## config.mk

```make
export PLATFORM = sky130hd
export DESIGN_NAME = drpd_top
export DESIGN_NICKNAME = d
export VERILOG_FILES = /design/src/logic/drpd_pkg.sv /design/src/logic/drpd_top.sv /design/src/logic/drpd_tick_div.sv /design/src/logic/drpd_ramp.sv
export VERILOG_INCLUDE_DIRS = /design/src /design/src/logic
export SDC_FILE = /design/constraint.sdc
export NUM_CORES = 1
export LEC_CHECK = 0
export ABC_AREA = 0
export BUFFER_PORTS_ARGS = -buffer_cell sky130_fd_sc_hd__buf_2
export CORE_AREA = 2 2 190 174
export DETAILED_ROUTE_END_ITERATION = 16
export DIE_AREA = 0 0 192 176
export HOLD_SLACK_MARGIN = 0.12
export PLACE_DENSITY = 0.67
export SETUP_SLACK_MARGIN = 0.02
export SYNTH_ARGS = -nofsm -noshare
export SYNTH_HDL_FRONTEND = slang
export SYNTH_HIERARCHICAL = 1
export SYNTH_SLANG_ARGS = --single-unit
export TNS_END_PERCENT = 50
```

## constraint.sdc

```tcl
create_clock -name i_clk -period 12.6 [get_ports i_clk]
set_input_delay 2.52 -clock i_clk [delete_from_list [all_inputs] [get_ports i_clk]]
set_output_delay 2.52 -clock i_clk [all_outputs]
set_load 0.01 [all_outputs]
```

## src/logic/drpd_consts.svh

```systemverilog
`ifndef DRPD_CONSTS_SVH
`define DRPD_CONSTS_SVH

// timing
`define DRPD_CLK_PERIOD_NS   4
`define DRPD_MS_TICK_NS      1000000
`define DRPD_DWELL_TICK_MS   100
`define DRPD_MS_PER_TENTH    20'h0_0064

// terminal function and selector codes
`define DRPD_FUNC_RUN_PERMIT 6'h0d
`define DRPD_PERMIT_ALWAYS   1'h0
`define DRPD_PERMIT_FOLLOWS  1'h1
`define DRPD_ACT_COAST       2'h0
`define DRPD_ACT_QSTOP       2'h1
`define DRPD_ACT_QRESUME     2'h2
`define DRPD_CTRL_VF         2'h0

// setting limits, tenths of a second
`define DRPD_QSTOP_MAX       13'h1770
`define DRPD_ACC_DWELL_MAX   7'h64
`define DRPD_DEC_DWELL_MAX   10'h258

// documented defaults of the settings, for the party that drives them
`define DRPD_DEF_PERMIT_MODE 1'h1
`define DRPD_DEF_STOP_ACT    2'h0
`define DRPD_DEF_QSTOP_TIME  13'h0032
`define DRPD_DEF_DWELL_FREQ  16'h01f4
`define DRPD_DEF_DWELL_TIME  7'h00

`define DRPD_FREQ_ZERO       16'h0000

`endif

```

## src/logic/drpd_pkg.sv

```systemverilog
package drpd_pkg;

   typedef enum logic [2:0] {
      DRPD_IDLE      = 3'b000,
      DRPD_ACC_RAMP  = 3'b001,
      DRPD_ACC_DWELL = 3'b010,
      DRPD_RUN       = 3'b011,
      DRPD_DEC_RAMP  = 3'b100,
      DRPD_DEC_DWELL = 3'b101,
      DRPD_QSTOP     = 3'b110
   } drpd_state_t;

   typedef struct packed {
      drpd_state_t st;
      logic        run;
      logic        permit;
      logic        need_edge;
      logic        dwell_pend;
      logic        block;
      logic [9:0]  dwell_cnt;
   } drpd_top_st_t;

   typedef struct packed {
      logic [15:0] freq;
      logic [23:0] acc;
   } drpd_ramp_st_t;

endpackage

```

## src/logic/drpd_top.sv

```systemverilog
// Overview of operation
// - with a permit terminal assigned, run commands are accepted only while permit is on
// - a terminal whose function code is 13 is the run-permit input
// - permit mode 0 always grants; mode 1 follows the terminal; default 1
// - permit-loss action 0..2: coast, quick stop, quick stop with resume; default coast
// - coast: output is blocked at once when permit drops
// - quick stop: ramp down over quick-stop time; restart needs a fresh run edge
// - quick stop resume: ramp down, then restart once permit and run are on again
// - quick-stop time 0.0..600.0 s, default 5.0 s, used only by quick stops
// - run: ramp to accel dwell frequency, hold for dwell time, then normal accel
// - stop: ramp to decel dwell frequency, hold for dwell time, then ramp to stop
// - accel dwell freq clamped start..max, default 5.00 Hz; time 0..10.0 s
// - decel dwell freq clamped start..max, default 5.00 Hz; time up to 60.0 s
// - a dwell is skipped if its time or frequency is zero
// - only the first acceleration after each start from idle dwells, including a quick stop resume restart
// - decel dwell only on stop passing the dwell freq, not on ref change or ext brake
// - dwell is available with the volts-per-hertz control mode, code 0
`timescale 1ns/100ps
`include "drpd_consts.svh"
module drpd_top #(
   parameter int MS_CYCLES = `DRPD_MS_TICK_NS / `DRPD_CLK_PERIOD_NS
) (
   input  wire logic            i_clk,
   input  wire logic            i_rst_n,
   input  wire logic            i_run_cmd,
   input  wire logic [4:0]      i_term,
   input  wire logic [4:0][5:0] i_input_terminal_function,
   input  wire logic            i_permit_follows_input,
   input  wire logic [1:0]      i_stop_action,
   input  wire logic [12:0]     i_qstop_time,
   input  wire logic [12:0]     i_acc_time,
   input  wire logic [12:0]     i_dec_time,
   input  wire logic [15:0]     i_ref_freq,
   input  wire logic [15:0]     i_start_freq,
   input  wire logic [15:0]     i_max_freq,
   input  wire logic [15:0]     i_acc_dwell_freq,
   input  wire logic [6:0]      i_acc_dwell_time,
   input  wire logic [15:0]     i_dec_dwell_freq,
   input  wire logic [9:0]      i_dec_dwell_time,
   input  wire logic [1:0]      i_ctrl_mode,
   input  wire logic            i_ext_brake,
   output logic [15:0]          o_freq,
   output logic                 o_output_block,
   output logic                 o_running,
   output logic                 o_dwell_active,
   output logic                 o_permit
);
   drpd_pkg::drpd_top_st_t s_q;
   drpd_pkg::drpd_top_st_t s_d;

   logic        tick_ms;
   logic        tick_dwell;
   logic [15:0] ramp_freq;
   logic        ramp_at;
   logic [15:0] ramp_target;
   logic [12:0] ramp_down;
   logic        ramp_clear;

   ////////////////////////////////////////////////////////////////////////////////
   // time bases

   drpd_tick_div #(.DIV(MS_CYCLES)) u_ms_div (
      .i_clk   (i_clk),
      .i_rst_n (i_rst_n),
      .i_en    (1'b1),
      .o_tick  (tick_ms)
   );

   // dwell counts free-running ticks, so a dwell may end up to one tick early
   drpd_tick_div #(.DIV(`DRPD_DWELL_TICK_MS)) u_dwell_div (
      .i_clk   (i_clk),
      .i_rst_n (i_rst_n),
      .i_en    (tick_ms),
      .o_tick  (tick_dwell)
   );

   ////////////////////////////////////////////////////////////////////////////////
   // run permit

   logic [4:0] permit_sel;
   logic       permit_now;

   always_comb begin
      // any one assigned permit terminal that is on grants the run
      for (int i = 0; i < 5; i++) begin
         permit_sel[i] = (i_input_terminal_function[i] == `DRPD_FUNC_RUN_PERMIT);
      end
      if (i_permit_follows_input == `DRPD_PERMIT_ALWAYS) begin
         permit_now = 1'b1;
      end else if (permit_sel == 5'h00) begin
         permit_now = 1'b1;
      end else begin
         permit_now = |(permit_sel & i_term);
      end
   end

   ////////////////////////////////////////////////////////////////////////////////
   // settings, clamped to their ranges

   function automatic logic [15:0] drpd_clamp(input logic [15:0] f,
                                              input logic [15:0] lo,
                                              input logic [15:0] hi);
      drpd_clamp = (f < lo) ? lo : ((f > hi) ? hi : f);
   endfunction

   logic [1:0]  action;
   logic [12:0] qstop_t;
   logic [9:0]  acc_dw_t;
   logic [9:0]  dec_dw_t;
   logic [15:0] acc_dw_f;
   logic [15:0] dec_dw_f;
   logic [15:0] ref_f;
   logic        dwell_mode;
   logic        acc_dw_en;
   logic        dec_dw_en;

   always_comb begin
      // out-of-range codes fall back to the coast default
      if (i_stop_action > `DRPD_ACT_QRESUME) begin
         action = `DRPD_ACT_COAST;
      end else begin
         action = i_stop_action;
      end
      if (i_qstop_time > `DRPD_QSTOP_MAX) begin
         qstop_t = `DRPD_QSTOP_MAX;
      end else begin
         qstop_t = i_qstop_time;
      end
      if (i_acc_dwell_time > `DRPD_ACC_DWELL_MAX) begin
         acc_dw_t = {3'h0, `DRPD_ACC_DWELL_MAX};
      end else begin
         acc_dw_t = {3'h0, i_acc_dwell_time};
      end
      if (i_dec_dwell_time > `DRPD_DEC_DWELL_MAX) begin
         dec_dw_t = `DRPD_DEC_DWELL_MAX;
      end else begin
         dec_dw_t = i_dec_dwell_time;
      end
      acc_dw_f = drpd_clamp(i_acc_dwell_freq, i_start_freq, i_max_freq);
      dec_dw_f = drpd_clamp(i_dec_dwell_freq, i_start_freq, i_max_freq);
      ref_f    = drpd_clamp(i_ref_freq, `DRPD_FREQ_ZERO, i_max_freq);
      dwell_mode = (i_ctrl_mode == `DRPD_CTRL_VF);
      acc_dw_en  = dwell_mode && (acc_dw_t != 10'h000) &&
                   (i_acc_dwell_freq != `DRPD_FREQ_ZERO);
      dec_dw_en  = dwell_mode && !i_ext_brake && (dec_dw_t != 10'h000) &&
                   (i_dec_dwell_freq != `DRPD_FREQ_ZERO);
   end

   ////////////////////////////////////////////////////////////////////////////////
   // run sequencer

   logic run_rise;
   logic permit_fall;
   logic running;

   always_comb begin
      s_d         = s_q;
      s_d.run     = i_run_cmd;
      s_d.permit  = permit_now;
      run_rise    = i_run_cmd && !s_q.run;
      running     = (s_q.st != drpd_pkg::DRPD_IDLE);
      permit_fall = s_q.permit && !permit_now && running;
      ramp_target = `DRPD_FREQ_ZERO;
      ramp_down   = i_dec_time;
      ramp_clear  = 1'b0;

      // ramp_at compares against the target picked below, so it holds in the same cycle
      unique case (s_q.st)
         drpd_pkg::DRPD_IDLE: begin
            // output stays blocked until a start is accepted
            s_d.block = 1'b1;
            ramp_clear = 1'b1;
            if (i_run_cmd && permit_now && (run_rise || !s_q.need_edge)) begin
               s_d.st         = drpd_pkg::DRPD_ACC_RAMP;
               s_d.block      = 1'b0;
               s_d.need_edge  = 1'b0;
               s_d.dwell_pend = acc_dw_en;
            end
         end
         drpd_pkg::DRPD_ACC_RAMP: begin
            ramp_target = (s_q.dwell_pend && ref_f > acc_dw_f) ? acc_dw_f : ref_f;
            if (!i_run_cmd) begin
               s_d.st         = drpd_pkg::DRPD_DEC_RAMP;
               s_d.dwell_pend = dec_dw_en && (ramp_freq > dec_dw_f);
            end else if (ramp_at && s_q.dwell_pend && ref_f > acc_dw_f) begin
               s_d.st        = drpd_pkg::DRPD_ACC_DWELL;
               s_d.dwell_cnt = '0;
            end else if (ramp_at) begin
               s_d.st         = drpd_pkg::DRPD_RUN;
               s_d.dwell_pend = 1'b0;
            end
         end
         drpd_pkg::DRPD_ACC_DWELL: begin
            ramp_target = acc_dw_f;
            if (tick_dwell) begin
               s_d.dwell_cnt = s_q.dwell_cnt + 10'h001;
            end
            if (!i_run_cmd) begin
               s_d.st         = drpd_pkg::DRPD_DEC_RAMP;
               s_d.dwell_pend = 1'b0;
            end else if (s_q.dwell_cnt >= acc_dw_t) begin
               s_d.st         = drpd_pkg::DRPD_ACC_RAMP;
               s_d.dwell_pend = 1'b0;
            end
         end
         drpd_pkg::DRPD_RUN: begin
            // a lower reference ramps down here, never through a dwell
            ramp_target = ref_f;
            if (!i_run_cmd) begin
               s_d.st         = drpd_pkg::DRPD_DEC_RAMP;
               s_d.dwell_pend = dec_dw_en && (ramp_freq > dec_dw_f);
            end
         end
         drpd_pkg::DRPD_DEC_RAMP: begin
            ramp_target = s_q.dwell_pend ? dec_dw_f : `DRPD_FREQ_ZERO;
            if (i_run_cmd && permit_now) begin
               s_d.st         = drpd_pkg::DRPD_RUN;
               s_d.dwell_pend = 1'b0;
            end else if (ramp_at && s_q.dwell_pend) begin
               s_d.st        = drpd_pkg::DRPD_DEC_DWELL;
               s_d.dwell_cnt = '0;
            end else if (ramp_at) begin
               s_d.st = drpd_pkg::DRPD_IDLE;
               s_d.block = 1'b1;
            end
         end
         drpd_pkg::DRPD_DEC_DWELL: begin
            ramp_target = dec_dw_f;
            if (tick_dwell) begin
               s_d.dwell_cnt = s_q.dwell_cnt + 10'h001;
            end
            if (i_run_cmd && permit_now) begin
               s_d.st         = drpd_pkg::DRPD_RUN;
               s_d.dwell_pend = 1'b0;
            end else if (s_q.dwell_cnt >= dec_dw_t) begin
               s_d.st         = drpd_pkg::DRPD_DEC_RAMP;
               s_d.dwell_pend = 1'b0;
            end
         end
         drpd_pkg::DRPD_QSTOP: begin
            ramp_down = qstop_t;
            if (ramp_at) begin
               s_d.st = drpd_pkg::DRPD_IDLE;
               s_d.block = 1'b1;
            end
         end
         default: begin
            s_d.st = drpd_pkg::DRPD_IDLE;
         end
      endcase

      // losing the permit overrides every running state
      if (permit_fall) begin
         s_d.dwell_pend = 1'b0;
         if (action == `DRPD_ACT_COAST) begin
            s_d.st        = drpd_pkg::DRPD_IDLE;
            s_d.block     = 1'b1;
            s_d.need_edge = 1'b1;
            ramp_clear    = 1'b1;
         end else begin
            s_d.st        = drpd_pkg::DRPD_QSTOP;
            s_d.need_edge = (action == `DRPD_ACT_QSTOP);
            ramp_target   = `DRPD_FREQ_ZERO;
            ramp_down     = qstop_t;
         end
      end
   end

   always_ff @(posedge i_clk or negedge i_rst_n) begin
      if (!i_rst_n) begin
         s_q            <= '0;
         s_q.st         <= drpd_pkg::DRPD_IDLE;
         s_q.block      <= 1'b1;
         // the first start after reset needs a fresh run edge
         s_q.need_edge  <= 1'b1;
      end else begin
         s_q <= s_d;
      end
   end

   ////////////////////////////////////////////////////////////////////////////////
   // frequency ramp

   // a zero ramp time jumps straight to the target in one clock
   drpd_ramp u_ramp (
      .i_clk       (i_clk),
      .i_rst_n     (i_rst_n),
      .i_tick_ms   (tick_ms),
      .i_clear     (ramp_clear),
      .i_target    (ramp_target),
      .i_up_time   (i_acc_time),
      .i_down_time (ramp_down),
      .i_max_freq  (i_max_freq),
      .o_freq      (ramp_freq),
      .o_at_target (ramp_at)
   );

   assign o_freq         = ramp_freq;
   // block is registered so it never glitches while the state decodes
   assign o_output_block = s_q.block;
   assign o_running      = (s_q.st != drpd_pkg::DRPD_IDLE);
   assign o_dwell_active = (s_q.st == drpd_pkg::DRPD_ACC_DWELL) ||
                           (s_q.st == drpd_pkg::DRPD_DEC_DWELL);
   assign o_permit       = s_q.permit;
endmodule // drpd_top

```

## src/logic/drpd_tick_div.sv

```systemverilog
`timescale 1ns/100ps
module drpd_tick_div #(
   parameter int DIV = 2
) (
   input  wire logic i_clk,
   input  wire logic i_rst_n,
   input  wire logic i_en,
   output logic      o_tick
);
   localparam int W = (DIV > 1) ? $clog2(DIV) : 1;
   localparam logic [W-1:0] LAST = W'(DIV - 1);

   typedef struct packed {
      logic [W-1:0] cnt;
   } drpd_div_st_t;

   drpd_div_st_t s_q;
   drpd_div_st_t s_d;

   always_comb begin
      s_d = s_q;
      if (i_en) begin
         s_d.cnt = (s_q.cnt == LAST) ? '0 : s_q.cnt + 1'b1;
      end
   end

   always_ff @(posedge i_clk or negedge i_rst_n) begin
      if (!i_rst_n) begin
         s_q <= '0;
      end else begin
         s_q <= s_d;
      end
   end

   assign o_tick = i_en && (s_q.cnt == LAST);
endmodule // drpd_tick_div

```

## src/logic/drpd_ramp.sv

```systemverilog
`timescale 1ns/100ps
`include "drpd_consts.svh"
// linear frequency ramp: a time setting is the time for a swing of the full maximum frequency
module drpd_ramp (
   input  wire logic        i_clk,
   input  wire logic        i_rst_n,
   input  wire logic        i_tick_ms,
   input  wire logic        i_clear,
   input  wire logic [15:0] i_target,
   input  wire logic [12:0] i_up_time,
   input  wire logic [12:0] i_down_time,
   input  wire logic [15:0] i_max_freq,
   output logic [15:0]      o_freq,
   output logic             o_at_target
);
   drpd_pkg::drpd_ramp_st_t s_q;
   drpd_pkg::drpd_ramp_st_t s_d;

   logic        up;
   logic [19:0] span_ms;
   logic [23:0] acc_n;

   always_comb begin
      s_d     = s_q;
      up      = i_target > s_q.freq;
      span_ms = 20'(up ? i_up_time : i_down_time) * `DRPD_MS_PER_TENTH;
      acc_n   = s_q.acc + (i_tick_ms ? {8'h00, i_max_freq} : 24'h00_0000);
      if (i_clear) begin
         s_d = '0;
      end else if (s_q.freq == i_target) begin
         s_d.acc = '0;
      end else if (span_ms == 20'h0_0000) begin
         s_d.freq = i_target;
         s_d.acc  = '0;
      end else if (acc_n >= {4'h0, span_ms}) begin
         // one step a clock is far faster than any settable slope needs
         s_d.acc  = acc_n - {4'h0, span_ms};
         s_d.freq = up ? s_q.freq + 16'h0001 : s_q.freq - 16'h0001;
      end else begin
         s_d.acc = acc_n;
      end
   end

   always_ff @(posedge i_clk or negedge i_rst_n) begin
      if (!i_rst_n) begin
         s_q <= '0;
      end else begin
         s_q <= s_d;
      end
   end

   assign o_freq      = s_q.freq;
   assign o_at_target = (s_q.freq == i_target);
endmodule // drpd_ramp

```

==> results of run 1 <==
## Yosys cell counts, types with 26 or more instances
cell / count / area share [%]
o21ai_0: 79 / 2.8
a21o_1: 63 / 3.3
nor2_1: 101 / 2.7
dfrtp_1: 81 / 14
xnor2_1: 41 / 2.5
nor3_1: 30 / 1.1
mux2i_1: 40 / 2.8
nand2_1: 144 / 3.8
mux2_2: 43 / 3.4
nand4_1: 42 / 1.9
and2_1: 26 / 1.1
nand3_1: 51 / 1.8
xor2_1: 28 / 1.7
ha_1: 236 / 21
a31oi_1: 32 / 1.4
a21oi_1: 123 / 4.3
nand2b_1: 27 / 1.2
o211ai_1: 31 / 1.6
inv_1: 143 / 3.8
## critical path: cells and delay by family
kind	cells	cell delay [ns]
simple gates	12	3.22
compound gates	14	2.90
fa+ha+maj	8	2.25
buf+inv	9	0.92
mux	3	0.84
xor+xnor	1	0.17
## cell families after synthesis
kind of cell | Yosys count | share of synthesized area (%)
muxes | 86 | 6.59
and+or+nand+nor | 549 | 20.8
adders and majority gates | 248 | 22.5
DFF | 83 | 14.7
AOI/OAI and AO/OA | 504 | 24.8
xor gates and xnor gates | 69 | 4.27
other | 1 | 0.0265
buffers and inverters | 206 | 6.35
## flip-flops by register name, summed over array words and instances, names as in the netlist
name / cells
u_ms_div/s_q: 18
u_ramp/s_q: 24
u_dwell_div/s_q: 7
o_permit: 1
u_ramp/o_freq: 16
o_output_block: 1
s_q: 16
## layer usage
| metal | vias up | global-route usage [%] | share of wire [%] |
|---|---|---|---|
| li1 | 7368 | - | - |
| met1 | 7246 | 40.2 | 47 |
| met2 | 587 | 42.2 | 43 |
| met3 | 88 | 2.96 | 6.9 |
| met4 | 2 | 8.27 | 2.9 |
| met5 | - | 0 | 0.032 |
## per-stage QoR
stage / hold slack [ns] / setup WS [ns]
2_1_floorplan: 0.491 / 0.0511
6_report: 0.525 / 0.0214
5_1_grt: 0.570 / -0.307
3_3_place_gp: 0.505 / -0.387
4_1_cts: 0.523 / 0.0296
3_5_place_dp: 0.505 / -0.773
## layout make-up
type / count / share of cell area, %
Antenna cell: 1 / 0.0133
Inverter: 143 / 2.90
Timing Repair Buffer: 480 / 17.4
Tap cell: 416 / 2.76
Clock buffer: 10 / 1.21
Clock inverter: 6 / 0.385
Sequential cell: 83 / 11.0
Multi-Input combinational cell: 1459 / 64.3
## path summary, 6_finish.rpt
| path | end | depth (start not counted) | start | slack (ns) |
|---|---|---|---|---|
| worst max-delay path | u_ramp/s_q[19] | 47 | i_max_freq[5] | 0.02 |
| worst min-delay path | s_q[12] | 2 | s_q[12] | 0.53 |
| worst max register to register | u_ramp/s_q[19] | 36 | s_q[17] | 3.36 |
| worst min register to register | s_q[12] | 2 | s_q[12] | 0.53 |
| max in group asynchronous | u_ms_div/s_q[1] | 2 | i_rst_n | 9.41 |
| min in group asynchronous | u_ramp/s_q[16] | 1 | i_rst_n | 2.16 |
## timing repair
action                     CTS  global route
gates cloned                 0             5
setup endpoints to repair   38            38
buffers inserted             7            23
gates resized for setup     35           160
pin swaps                   17           111
==> results_dict.tcl, run 1 <==
set metrics [dict create \
    netlist_area_mm2 0.0142 \
    clk_path_buf_depth 2 \
    fin_area_mm2 0.0189 \
    syn_inst 1746 \
    rsz0062_at_grt "true" \
    fin_cells 2598 \
    drc 0 \
    ys_types 108 \
    nets 2603 \
    hold_viol 0 \
    cpPeakStageDelay_ns 0.57 \
    routabilityCongestion 0.995 \
    die_h_um 176 \
    grt_start_max_net_pins 48 \
    path_clk_slew_ns 0.07 \
    crit_fanout 8 \
    syn_avg_cell_area_um2 8.11 \
    multi_input_area_mm2 0.0121 \
    drive_gt1_share_pct 33.1 \
    hp-class "reg -> reg" \
    avgViaCountPerCell 5.89 \
    fmax_mhz 79.5 \
    core_area_mm2 0.0317 \
    min_period_ns 12.58 \
    drv_slew 0 \
    seq_area_mm2 0.00208 \
    wirelength_um 49300 \
    status "finished clean" \
    wl_per_cell_um 19.0 \
    dpl-instance-area_mm2 0.0172 \
    cts_buffers 9 \
    h-tree-depth 3 \
    end_kind "flip-flop" \
    first_pass_iters 6 \
    fin_util_pct 59.6 \
    die_x_um 192 \
    finalSetupViolCount 0 \
    ctsHoldBuffers 0 \
    worst_ep_required_time_ns 12.89 \
    ys_ff_latch 83 \
    layout_commonest_cell "buf_4" \
    antenna_found_initial 1 \
    post-dp-hpwl_um 39400 \
    start_util_pct 44.7 \
    cpMaxStageDelayCell "or4_4" \
    crit_type "in -> reg" \
    startpoint_type "input port" \
    grtUsageTotal_pct 27.4 \
    placedCellCount 2546 \
    port_buffers 199 \
    synth_edf_count 0 \
    ys_seq_area_share_pct 14.7 \
    cts_num_sinks 83 \
    fin_crit_sh_pct 99.8 \
    drt_iter0_drc 1237 \
    vias 15291 \
    io_pins 200 \
    maxCapViolCount 0 \
    grt_pass1_wl_um 74200 \
    clock_latency_ns 0.36 \
    overflow 0 \
    row_count 62 \
    synth_flop_cell "dfrtp_1" \
    final_cell_mix "buf_4 (265), ha_1 (203), buf_2 (190)" \
    clock-root-buffer "clkbuf_16" \
    detail-route-antenna-nets 0 \
    grt_pass1_vias 14252 \
    tns_ns 0 \
    slew_headroom_pct 31.1 \
    arrival_ns 12.87 \
    cts_tree "built" \
    yosys_warnings 6 \
    worstMarginPinSlew_ns 1.03 \
    num-fill-cells 2787 \
    async_flop_share_pct 100 \
    areaGrowthSynthToFinish_pct 33.2 \
    dieArea_mm2 0.0338 \
    finClkSkew_ns 0.0147 \
]
Power of run 1 is not shown: default switching activity piles up to over one toggle a cycle in this logic, so the estimate is an artifact.
==> inputs of run 2 (changes only) <==
- ABC_AREA: 0 -> 1
- CAP_MARGIN: not set -> 0
- CORE_AREA: 2 2 190 174 -> 2 2 199 182
- DIE_AREA: 0 0 192 176 -> 0 0 201 184
- PLACE_DENSITY: 0.67 -> 0.66
==> run 2 against run 1 <==
  * Global-route usage down 0.29 points
  * Maximum frequency up 7.3%
  * Clock skew about the same
  * Die area up 9.4%
  * Sequential share of layout area up 1.1 points
  * First-iteration DRC count up 5.8%
  * Area after synthesis up 9.5%
  * Non-clock buffer count down 272
  * Register-to-register slack better by 1.2 ns
  * Critical path type unchanged
  * Critical endpoint is now u_ramp/o_freq[8]
==> results_dict.tcl, run 2 <==
set metrics [dict create \
    rsz0062_at_grt "false" \
    n_antenna_cell 0 \
    grt_pass1_vias 16004 \
    async_flop_share_pct 100 \
    crit_type "in -> reg" \
    clock-root-buffer "clkbuf_16" \
    fin_crit_sh_pct 93.0 \
    r2r-start "s_q[17]" \
    startpoint_type "input port" \
    largest_reg_flops 24 \
    yosysTopAreaCellShare_pct 19.0 \
    layout_commonest_cell "nand2_1" \
    overflow 0 \
    drv_slew 0 \
    post_cts_buffers 0 \
    detail-route-antenna-nets 0 \
    post-dp-hpwl_um 42400 \
    yosys_warnings 6 \
    die_x_um 201 \
    final_cell_mix "nand2_1 (719), inv_1 (371), ha_1 (236)" \
    grtUsageTotal_pct 27.1 \
    fin_cells 3167 \
    seq_area_mm2 0.00208 \
    ys_seq_area_share_pct 13.4 \
    netlist_top_cells_area "ha_1 (19%), nand2_1 (17%), dfrtp_1 (13%)" \
    syn_inst 2520 \
    min_from "s_q[11]" \
    synth_most_common_cell "nand2_1" \
    cpMaxStageDelayCell "fa_1" \
    ys_types 57 \
    min_period_ns 11.72 \
    worstMarginPinSlew_ns 0.870 \
    placedCellCount 3150 \
    path_clk_slew_ns 0.07 \
    vias 16941 \
    drt_iter0_drc 1309 \
    tns_ns 0 \
    yosys.area.top_type "ha_1" \
    first_pass_iters 6 \
    dpl-instance-area_mm2 0.0168 \
    h-tree-depth 3 \
    end_kind "flip-flop" \
    hold_viol 0 \
    cts_num_sinks 83 \
    finalSetupViolCount 0 \
    slew_headroom_pct 42.0 \
    finClkSkew_ns 0.0149 \
    hp-class "reg -> reg" \
    areaGrowthSynthToFinish_pct 10.9 \
    drive_gt1_share_pct 12.8 \
    crit_start "i_max_freq[14]" \
    reg_top3 "u_ramp/s_q x24, u_ms_div/s_q x18" \
    core_area_mm2 0.0347 \
    netlist_area_mm2 0.0155 \
    cpPeakStageDelay_ns 0.53 \
    antenna_found_initial 0 \
    drc 0 \
    io_pins 200 \
    multi_input_area_mm2 0.0117 \
    routabilityCongestion 0.937 \
    start_util_pct 44.7 \
    wirelength_um 50800 \
    clk_path_buf_depth 2 \
    synth_edf_count 0 \
    grt_pass1_wl_um 80900 \
    top_register "u_ramp/s_q" \
    cts_tree "built" \
    cts_buffers 9 \
    synth_flop_cell "dfrtp_1" \
    crit_fanout 19 \
    maxCapViolCount 0 \
    wl_per_cell_um 16.0 \
    dieArea_mm2 0.0370 \
    ys_ff_latch 83 \
    die_h_um 184 \
    row_count 65 \
    fin_area_mm2 0.0172 \
    fmax_mhz 85.3 \
    clock_latency_ns 0.36 \
    avgViaCountPerCell 5.35 \
    ys_top_cells_by_count "nand2_1 (719), inv_1 (373), ha_1 (236)" \
    cpMostUsedCell "nand2_1" \
    worst_ep_required_time_ns 12.90 \
    syn_avg_cell_area_um2 6.15 \
    num-fill-cells 3757 \
    status "finished clean" \
    nets 3120 \
    arrival_ns 12.02 \
    port_buffers 199 \
    grt_start_max_net_pins 56 \
]
[run 2: changes by cell type after synthesis, moves of 32 or more]
cell | previous run | this run
nand3_1 | 51 | 219
mux2i_1 | 40 | 0
nand2_1 | 144 | 719
a21oi_1 | 123 | 155
nor2_1 | 101 | 225
mux2_2 | 43 | 2
a21o_1 | 63 | 9
inv_1 | 143 | 373
[run 2: logic make-up (layout without fill, tap and decap cells)]
| kind of cell | after synthesis | count (layout) | share of synthesized area, % |
|---|---|---|---|
| AOI/OAI and AO/OA | 328 | 328 | 11.5 |
| buffers and inverters | 443 | 615 | 11.7 |
| DFF | 83 | 83 | 13.4 |
| adders and majority gates | 247 | 247 | 20.5 |
| other | 1 | 6 | 0.0242 |
| muxes | 2 | 2 | 0.145 |
| xor gates and xnor gates | 65 | 65 | 3.67 |
| and+or+nand+nor | 1351 | 1352 | 39.1 |
[run 2: repair_timing]
item	in CTS	in global routing
gates resized for setup	0	12
endpoints found under the setup margin	0	37
hold buffers	0	0
[run 2: final timing paths]
| check | cells after the start | slack (ns) | endpoint |
|---|---|---|---|
| max | 54 | 0.88 | u_ramp/o_freq[8] |
| min | 2 | 0.52 | s_q[11] |
| max reg2reg | 37 | 4.60 | u_ramp/o_freq[8] |
| min reg2reg | 2 | 0.52 | s_q[11] |
| max in group asynchronous | 2 | 9.42 | u_ramp/s_q[8] |
| min in group asynchronous | 1 | 2.10 | s_q[14] |
[run 2: critical path, delay by kind of cell]
family / cells / cell delay, ns
and+or+nand+nor: 29 / 4.05
adders and majority gates: 8 / 2.70
AOI/OAI and AO/OA: 6 / 1.23
buffers and inverters: 9 / 0.91
muxes: 1 / 0.39
xor gates and xnor gates: 1 / 0.18
[run 2: layout make-up]
cell class | instances | share of cell area, %
clock buffers | 11 | 1.41
clock inverters | 5 | 0.357
inverters | 391 | 8.57
multi-input cells | 2000 | 68.0
flip-flops and latches | 83 | 12.1
well taps | 469 | 3.41
repair buffers | 208 | 6.20
[run 2: metrics by stage]
| stage | hold slack [ns] | util, % | worst slack (ns) |
|---|---|---|---|
| 2_1_floorplan | 0.469 | - | 1.61 |
| 3_3_place_gp | 0.493 | 48.5 | 0.289 |
| 3_5_place_dp | 0.497 | 48.5 | 0.149 |
| 4_1_cts | 0.509 | 49.3 | 0.492 |
| 5_1_grt | 0.561 | 49.5 | 0.0461 |
| 6_report | 0.516 | 49.5 | 0.881 |
[run 2: routing by layer]
metal  wire, um  vias up  track usage, %
li1           -     8526               -
met1      22900     7793            35.1
met2      23600      526            47.2
met3       2830       96            3.12
met4       1430        0            8.59
met5          0        -               0
Power of run 2 is left out for the same reason.
